## src/mask_pkg_note_unused.sv

```systemverilog
// no further content
```

## src/mask_pkg.sv

```systemverilog
// constants for the charger event mask block
package mask_pkg;
  // register offsets
  localparam logic [7:0] THERMAL_OTG_EVENT_MASK_ADDR = 8'h2B;
  localparam logic [7:0] FAULT_EVENT_MASK_LOW_ADDR   = 8'h2C;
  // reset values and unmapped read value
  localparam logic [7:0] THERMAL_OTG_EVENT_MASK_RST  = 8'h00;
  localparam logic [7:0] FAULT_EVENT_MASK_LOW_RST    = 8'h00;
  localparam logic [7:0] UNMAPPED_READ_VALUE         = 8'h00;
  // writable bits of the thermistor/otg mask register
  localparam logic [7:0] THERMAL_OTG_WRITABLE        = 8'h1F;
  // field positions, thermistor/otg register
  localparam int OTG_LOW_BATTERY_BIT        = 4;
  localparam int THERMISTOR_COLD_BIT        = 3;
  localparam int THERMISTOR_COOL_BIT        = 2;
  localparam int THERMISTOR_WARM_BIT        = 1;
  localparam int THERMISTOR_HOT_BIT         = 0;
  // field positions, fault register
  localparam int CHARGE_CURRENT_REG_BIT     = 7;
  localparam int INPUT_BUS_OV_BIT           = 6;
  localparam int BATTERY_OV_BIT             = 5;
  localparam int INPUT_BUS_OC_BIT           = 4;
  localparam int BATTERY_OC_BIT             = 3;
  localparam int CONVERTER_OC_BIT           = 2;
  localparam int SECOND_SOURCE_OV_BIT       = 1;
  localparam int FIRST_SOURCE_OV_BIT        = 0;
  // interrupt pulse timing
  localparam int CLK_PERIOD_NS              = 10;
  localparam int INT_PULSE_NS               = 1000;
  localparam int INT_GAP_NS                 = 1000;
  localparam int INT_PULSE_CYCLES = (INT_PULSE_NS / CLK_PERIOD_NS) < 1 ? 1 : (INT_PULSE_NS / CLK_PERIOD_NS);
  localparam int INT_GAP_CYCLES   = (INT_GAP_NS / CLK_PERIOD_NS) < 1 ? 1 : (INT_GAP_NS / CLK_PERIOD_NS);
  // pulse generator states
  typedef enum logic [1:0] {
    PULSE_IDLE = 2'b00,
    PULSE_LOW  = 2'b01,
    PULSE_GAP  = 2'b10
  } pulse_state_t;
endpackage

```

## src/charger_fault_interrupt_masks.sv

```systemverilog
`timescale 1ns/1ps
// What this block does
// RQ1 - low battery for otg interrupts unless bit4 masked
// RQ2 - cold crossing interrupts unless bit3 masked
// RQ3 - cool crossing interrupts unless bit2 masked
// RQ4 - warm crossing interrupts unless bit1 masked
// RQ5 - hot crossing interrupts unless bit0 masked
// RQ6 - thermal/otg masks cleared by reset, watchdog, command
// RQ7 - fault masks cleared by reset and command only
// RQ8 - charge current regulation change unless bit7 masked
// RQ9 - input bus overvoltage unless bit6 masked
// RQ10 - battery overvoltage unless bit5 masked
// RQ11 - input bus overcurrent unless bit4 masked
// RQ12 - battery overcurrent unless bit3 masked
// RQ13 - converter overcurrent unless bit2 masked
// RQ14 - second source overvoltage unless bit1 masked
// RQ15 - first source overvoltage unless bit0 masked
// RQ16 - interrupt pin gives pulses, not levels
// RQ17 - masks gate interrupts only, flags unaffected
// RQ18 - upper three bits read zero, writes ignored
module charger_fault_interrupt_masks import mask_pkg::*; #(
  parameter int PULSE_CYCLES = INT_PULSE_CYCLES,
  parameter int GAP_CYCLES   = INT_GAP_CYCLES
) (
  // clock, reset, enable
  input  wire logic       CLK_SYS,
  input  wire logic       RST,
  input  wire logic       CE,
  // reset sources besides power-on
  input  wire logic       WDOG_EXPIRE,
  input  wire logic       REG_RESET_CMD,
  // register port from the serial control engine
  input  wire logic [7:0] REG_ADDR,
  input  wire logic [7:0] REG_WDATA,
  input  wire logic       REG_WR,
  input  wire logic       REG_RD,
  output logic      [7:0] REG_RDATA,
  // event pulses from the detectors
  input  wire logic       OTG_LOW_BATTERY_EVT,
  input  wire logic       THERMISTOR_COLD_EVT,
  input  wire logic       THERMISTOR_COOL_EVT,
  input  wire logic       THERMISTOR_WARM_EVT,
  input  wire logic       THERMISTOR_HOT_EVT,
  input  wire logic       CHARGE_CURRENT_REG_EVT,
  input  wire logic       INPUT_BUS_OV_EVT,
  input  wire logic       BATTERY_OV_EVT,
  input  wire logic       INPUT_BUS_OC_EVT,
  input  wire logic       BATTERY_OC_EVT,
  input  wire logic       CONVERTER_OC_EVT,
  input  wire logic       SECOND_SOURCE_OV_EVT,
  input  wire logic       FIRST_SOURCE_OV_EVT,
  // raw event record, mask values and interrupt pin
  output logic      [4:0] THERMAL_OTG_EVENT_SEEN,
  output logic      [7:0] FAULT_EVENT_SEEN,
  output logic      [4:0] THERMAL_OTG_MASK_OUT,
  output logic      [7:0] FAULT_MASK_OUT,
  output logic            INT_N
);
  logic [4:0] thermal_otg_event_mask;
  logic [7:0] fault_event_mask_low;
  logic [4:0] thermal_events;
  logic [7:0] fault_events;
  logic [4:0] thermal_raise;
  logic [7:0] fault_raise;
  logic       any_raise;
  logic       wr_thermal;
  logic       wr_fault;
  logic [7:0] next_rdata;
  logic [7:0] thermal_read;

  // gather the event pulses into register-shaped vectors
  assign thermal_events[OTG_LOW_BATTERY_BIT] = OTG_LOW_BATTERY_EVT;
  assign thermal_events[THERMISTOR_COLD_BIT] = THERMISTOR_COLD_EVT;
  assign thermal_events[THERMISTOR_COOL_BIT] = THERMISTOR_COOL_EVT;
  assign thermal_events[THERMISTOR_WARM_BIT] = THERMISTOR_WARM_EVT;
  assign thermal_events[THERMISTOR_HOT_BIT]  = THERMISTOR_HOT_EVT;
  assign fault_events[CHARGE_CURRENT_REG_BIT] = CHARGE_CURRENT_REG_EVT;
  assign fault_events[INPUT_BUS_OV_BIT]       = INPUT_BUS_OV_EVT;
  assign fault_events[BATTERY_OV_BIT]         = BATTERY_OV_EVT;
  assign fault_events[INPUT_BUS_OC_BIT]       = INPUT_BUS_OC_EVT;
  assign fault_events[BATTERY_OC_BIT]         = BATTERY_OC_EVT;
  assign fault_events[CONVERTER_OC_BIT]       = CONVERTER_OC_EVT;
  assign fault_events[SECOND_SOURCE_OV_BIT]   = SECOND_SOURCE_OV_EVT;
  assign fault_events[FIRST_SOURCE_OV_BIT]    = FIRST_SOURCE_OV_EVT;

  // a mask bit at one blocks its event; zero lets it through
  assign thermal_raise = thermal_events & ~thermal_otg_event_mask; // RQ1 RQ2 RQ3 RQ4 RQ5
  assign fault_raise   = fault_events & ~fault_event_mask_low; // RQ8 RQ9 RQ10 RQ11 RQ12 RQ13 RQ14 RQ15
  assign any_raise     = (|thermal_raise) | (|fault_raise);

  // register decode
  assign wr_thermal   = REG_WR && (REG_ADDR == THERMAL_OTG_EVENT_MASK_ADDR);
  assign wr_fault     = REG_WR && (REG_ADDR == FAULT_EVENT_MASK_LOW_ADDR);
  assign thermal_read = {3'h0, thermal_otg_event_mask}; // RQ18
  assign next_rdata   = (REG_ADDR == THERMAL_OTG_EVENT_MASK_ADDR) ? thermal_read :
                        (REG_ADDR == FAULT_EVENT_MASK_LOW_ADDR)   ? fault_event_mask_low :
                        UNMAPPED_READ_VALUE;

  // thermistor/otg masks: watchdog and reset command both clear, and beat a write
  always_ff @(posedge CLK_SYS or posedge RST) begin
    if (RST) begin
      thermal_otg_event_mask <= THERMAL_OTG_EVENT_MASK_RST[4:0];
    end else if (CE) begin
      if (WDOG_EXPIRE || REG_RESET_CMD) begin
        thermal_otg_event_mask <= THERMAL_OTG_EVENT_MASK_RST[4:0]; // RQ6
      end else if (wr_thermal) begin
        thermal_otg_event_mask <= REG_WDATA[4:0] & THERMAL_OTG_WRITABLE[4:0]; // RQ18
      end
    end
  end

  // fault masks survive the watchdog so a host hang keeps its fault policy
  always_ff @(posedge CLK_SYS or posedge RST) begin
    if (RST) begin
      fault_event_mask_low <= FAULT_EVENT_MASK_LOW_RST;
    end else if (CE) begin
      if (REG_RESET_CMD) begin
        fault_event_mask_low <= FAULT_EVENT_MASK_LOW_RST; // RQ7
      end else if (wr_fault) begin
        fault_event_mask_low <= REG_WDATA;
      end
    end
  end

  // read data and raw event record; the record ignores the masks
  always_ff @(posedge CLK_SYS or posedge RST) begin
    if (RST) begin
      REG_RDATA              <= 8'h00;
      THERMAL_OTG_EVENT_SEEN <= 5'h00;
      FAULT_EVENT_SEEN       <= 8'h00;
    end else if (CE) begin
      if (REG_RD) begin
        REG_RDATA <= next_rdata;
      end
      THERMAL_OTG_EVENT_SEEN <= thermal_events; // RQ17
      FAULT_EVENT_SEEN       <= fault_events; // RQ17
    end
  end

  assign THERMAL_OTG_MASK_OUT = thermal_otg_event_mask;
  assign FAULT_MASK_OUT       = fault_event_mask_low;

  // unmasked events of one cycle share one pulse; requests during a pulse or gap merge into one more pulse
  int_pulse_gen #(
    .PULSE_CYCLES (PULSE_CYCLES),
    .GAP_CYCLES   (GAP_CYCLES)
  ) u_pulse (
    .clk     (CLK_SYS),
    .rst     (RST),
    .ce      (CE),
    .request (any_raise),
    .int_n   (INT_N)
  );
endmodule

```

## src/int_pulse_gen.sv

```systemverilog
`timescale 1ns/1ps
// interrupt pin pulse generator: turns event requests into fixed low pulses
module int_pulse_gen import mask_pkg::*; #(
  parameter int PULSE_CYCLES = INT_PULSE_CYCLES,
  parameter int GAP_CYCLES   = INT_GAP_CYCLES
) (
  // clock, reset and enable
  input  wire logic clk,
  input  wire logic rst,
  input  wire logic ce,
  // request and pin
  input  wire logic request,
  output logic      int_n
);
  pulse_state_t state;
  pulse_state_t next_state;
  logic [15:0]  count;
  logic [15:0]  next_count;
  logic         pending;
  logic         next_pending;

  // pulse and recovery gap; a request during either is remembered, not lost
  always_comb begin
    next_state   = state;
    next_count   = count;
    next_pending = pending | request;
    case (state)
      PULSE_IDLE: begin
        if (request) begin
          next_state   = PULSE_LOW;
          next_count   = 16'(PULSE_CYCLES - 1);
          next_pending = 1'b0;
        end
      end
      PULSE_LOW: begin
        if (count == 16'h0000) begin
          next_state = PULSE_GAP;
          next_count = 16'(GAP_CYCLES - 1);
        end else begin
          next_count = count - 16'h0001;
        end
      end
      PULSE_GAP: begin
        if (count != 16'h0000) begin
          next_count = count - 16'h0001;
        end else if (next_pending) begin
          next_state   = PULSE_LOW;
          next_count   = 16'(PULSE_CYCLES - 1);
          next_pending = 1'b0;
        end else begin
          next_state = PULSE_IDLE;
        end
      end
      default: begin
        next_state   = PULSE_IDLE;
        next_count   = 16'h0000;
        next_pending = 1'b0;
      end
    endcase
  end

  // state registers, frozen while ce is low
  always_ff @(posedge clk or posedge rst) begin
    if (rst) begin
      state   <= PULSE_IDLE;
      count   <= 16'h0000;
      pending <= 1'b0;
      int_n   <= 1'b1;
    end else if (ce) begin
      state   <= next_state;
      count   <= next_count;
      pending <= next_pending;
      int_n   <= (next_state != PULSE_LOW); // pulse, not a held level RQ16
    end
  end
endmodule

```

## config.mk

```make
export PLATFORM = sky130hd
export DESIGN_NAME = charger_fault_interrupt_masks
export DESIGN_NICKNAME = d
export VERILOG_FILES = /design/src/mask_pkg_note_unused.sv /design/src/mask_pkg.sv /design/src/charger_fault_interrupt_masks.sv /design/src/int_pulse_gen.sv
export SDC_FILE = /design/constraint.sdc
export NUM_CORES = 1
export LEC_CHECK = 0
export BUFFER_PORTS_ARGS = -buffer_cell sky130_fd_sc_hd__buf_2
export CAP_MARGIN = 10
export CORE_MARGIN = 3
export CORE_UTILIZATION = 40
export DETAILED_ROUTE_END_ITERATION = 12
export GPL_TIMING_DRIVEN = 0
export PLACE_DENSITY = 0.71
export SLEW_MARGIN = 25
export SYNTH_ARGS = -nofsm -noshare
export SYNTH_HDL_FRONTEND = slang
export SYNTH_SLANG_ARGS = --single-unit
export TNS_END_PERCENT = 10
```

## constraint.sdc

```tcl
create_clock -name CLK_SYS -period 1.9 [get_ports CLK_SYS]
set_clock_uncertainty 0.05 [all_clocks]
set_input_delay 0.095 -clock CLK_SYS [delete_from_list [all_inputs] [get_ports CLK_SYS]]
set_output_delay 0.095 -clock CLK_SYS [all_outputs]
set_load 0.01 [all_outputs]
```

==> flow_summary.yaml <==
clock_tree:
  cts.sinks: 54
  root_buffer: "clkbuf_8"
  cts_buffers: 5
  clkTransAtPathRegs_ns: 0.11
  ctsHtreeMaxLevel: 2
  clk_path_buf_depth: 2
  cts_tree: "built"
  insertion_delay_ns: 0.32
global_route:
  grt_start_max_net_pins: 55
  grt_pass1_vias: 2379
  overflow: 0
  antenna_found_initial: 0
  grt_pass1_wl_mm: 12.01
  grtUsageTotal: 0.1939
logic_synthesis:
  synth_fp_nets: 318
  synthCells: 280
  synth-seq-cells: 54
  synth_area_per_cell_um2: 9.934
  syn_area_um2: 2781
  async_reset_ff_frac: 1.000
  yosysSeqAreaShare: 0.4863
  yosys_warnings: 0
  ys.flop_type: "dfrtp_1"
  synth_cell_type_count: 50
  synth-edff-count: 0
place:
  hpwl_mm: 4.913
  placed_cells: 426
  port_buffers: 69
  gp_congestion: 0.8109
finish:
  drive_gt1_frac: 0.3579
  diodes: 0
  multiInputGateArea_um2: 1364
  filler_cell_count: 585
  regArea_um2: 1354
  nNetsFinal: 417
  final_cells: 457
  syn2layout_area_growth_pct: 30.72
worst_setup_path:
  crit_path_end_kind: "flip-flop"
  reg2regPathDepth: 5
  critPathMaxStageDelay_ns: 0.56
  arrival_ns: 2.14
  cp.required_ns: 2.08
  crit_path_start_kind: "flip-flop"
  critPathTopFamily: "simple AND/OR/NAND/NOR gates"
  worst-path-stages: 5
  cp_max_fo: 4
  cp_slowest_cell: "or4_4"
  crit_buf_inv: 0
  worstPathCellList: "or4_4, or3_4, nor2_4, nand2_2, o41ai_2"
  critPathKind: "flip-flop to flip-flop"
floorplan:
  coreArea_um2: 6531
  die_w_um: 89.39
  design.die.area_um2: 7990
  die_h_um: 89.39
  start_util: 0.4259
  ioPinCount: 71
  num_rows: 29
drt:
  num_vias: 2440
  via_per_inst: 5.339
  drt_pass1_iterations: 4
  wl_per_cell_um: 15.62
  postRouteAntennaNets: 0
  drc_errors: 0
  drt-initial-drc-count: 125
  routed_wl_mm: 7.138
power_and_ir_drop:
  p_per_area_nw_per_um2: 874.7
  irDropWorstVdd_v: 0.0003557
  leakage_nw: 1.753
timing:
  clock.fmax_mhz: 510.3
  fin_tns_setup_ns: -0.2273
  rsz0062_at_grt: "true"
  fin_crit_sh: 1.031
  tightest_slew_ns: 0.6766
  min_period_ns: 1.960
  hold_viol_final: 0
  drv_slew: 0
  max_slew_margin: 0.5490
  setup_viol: 5
  fin_ws_ns: -0.05977
min_path:
  hold_path_class: "primary input to flip-flop"
  min_path_cells: 3
outcome:
  outcome: "complete, but fails checks"
  violations: "setup timing"
run:
  drv_cap: 0
==> sequential cells by signal (all words and copies together), names as in the netlist <==
name                    flops
FAULT_MASK_OUT              8
THERMAL_OTG_MASK_OUT        5
u_pulse.pending             1
u_pulse.int_n               1
u_pulse.state               2
THERMAL_OTG_EVENT_SEEN      5
FAULT_EVENT_SEEN            8
REG_RDATA                   8
u_pulse.count              16
==> placed cells by master (no fill, tap or decap), types with 2 or more instances in the layout <==
cell type	count
a22oi_1	5
dlygate4sd3_1	17
nor4_4	3
buf_2	71
inv_1	22
o22ai_1	6
nor2_4	3
a31oi_1	2
nand2_2	3
nor2_1	15
nor2b_1	10
or4_4	2
nand2_1	30
o41ai_1	5
ha_1	2
clkbuf_8	5
clkbuf_1	7
inv_2	2
a21oi_1	11
o21ai_1	9
nand3_1	4
a221oi_2	2
nor4_2	2
dfrtp_1	52
buf_4	6
clkinv_4	3
o31ai_1	2
o21ai_0	21
mux2_2	18
nor3_1	6
mux2_1	4
==> power breakdown <==
group / switching, mW / internal (mW) / total [mW]
clock network: 0.419 / 0.267 / 0.687
logic: 0.528 / 0.444 / 0.972
registers: 0.211 / 1.31 / 1.52
==> layer usage <==
metal / GRT usage / part of all wire / vias to the layer above
met4: 0.05819 / 0.017 / 0
met1: 0.2728 / 0.46 / 1170
met5: 0 / 0 / -
li1: - / - / 1190
met2: 0.3014 / 0.47 / 68
met3: 0.04055 / 0.051 / 12
==> final timing paths <==
check | from | end | slack (ns)
max in group asynchronous | RST | u_pulse.count[2] | 0.95
worst min-delay path | REG_WDATA[4] | FAULT_MASK_OUT[4] | 0.009
worst min register to register | REG_RDATA[6] | REG_RDATA[6] | 0.43
min in group asynchronous | RST | REG_RDATA[6] | 0.38
worst max-delay path | u_pulse.count[0] | u_pulse.count[15] | -0.06
worst max register to register | u_pulse.count[0] | u_pulse.count[15] | -0.06
==> layout make-up <==
cell class / instances / share of cell area
timing repair buffer: 92 / 0.1542
sequential: 54 / 0.3723
tap: 77 / 0.02650
clock buffer: 5 / 0.01893
multi-input combinational: 189 / 0.3751
inverter: 25 / 0.02650
buffer: 12 / 0.01927
clock inverter: 3 / 0.007226
==> what timing repair did <==
item / in CTS / in global routing
buffers inserted: 3 / 3
pin swaps: 5 / 3
setup endpoints to repair: 16 / 21
hold buffers: 17 / 0
hold endpoints to repair: 69 / 0
gates resized for setup: 10 / 7
==> logic make-up (layout without fill, tap and decap cells) <==
family | after synthesis | after routing | share of synthesized area
buf+inv | 37 | 137 | 0.05803
compound gates | 72 | 72 | 0.1584
simple gates | 90 | 90 | 0.1889
fa+ha+maj | 3 | 3 | 0.01259
flops | 54 | 54 | 0.4863
mux | 23 | 23 | 0.09266
xor+xnor | 1 | 1 | 0.003149
==> worst min-delay path, stage by stage <==
cell and delay, ns:
buf_2 0.10, inv_1 0.07, o41ai_1 0.07
==> metrics by stage <==
| stage | hold WS, ns | area (µm²) | power, mW | utilization | worst slack (ns) |
|---|---|---|---|---|---|
| 2_1_floorplan | 0.1826 | 2806 | 2.128 | - | 0.005651 |
| 3_3_place_gp | 0.2923 | 3248 | 2.356 | 0.4973 | -0.2657 |
| 3_5_place_dp | 0.1997 | 3251 | 2.381 | 0.4977 | -0.2511 |
| 4_1_cts | 0.009324 | 3575 | 3.142 | 0.5473 | -0.06289 |
| 6_report | 0.008941 | 3636 | 3.181 | 0.5567 | -0.05977 |
| 5_1_grt | 0.008896 | 3636 | 3.389 | 0.5567 | -0.1511 |
==> synth_stat cells (7+ instances only) <==
master | count | area, µm²
a21oi_1 | 12 | 60.06
clkbuf_1 | 7 | 26.28
dfrtp_1 | 53 | 1326
inv_1 | 25 | 93.84
mux2_2 | 18 | 202.7
nand2_1 | 31 | 116.4
nor2_1 | 16 | 60.06
nor2b_1 | 10 | 62.56
o21ai_0 | 23 | 115.1
o21ai_1 | 7 | 35.03
No activity file was read; power rests on OpenSTA's default activity.
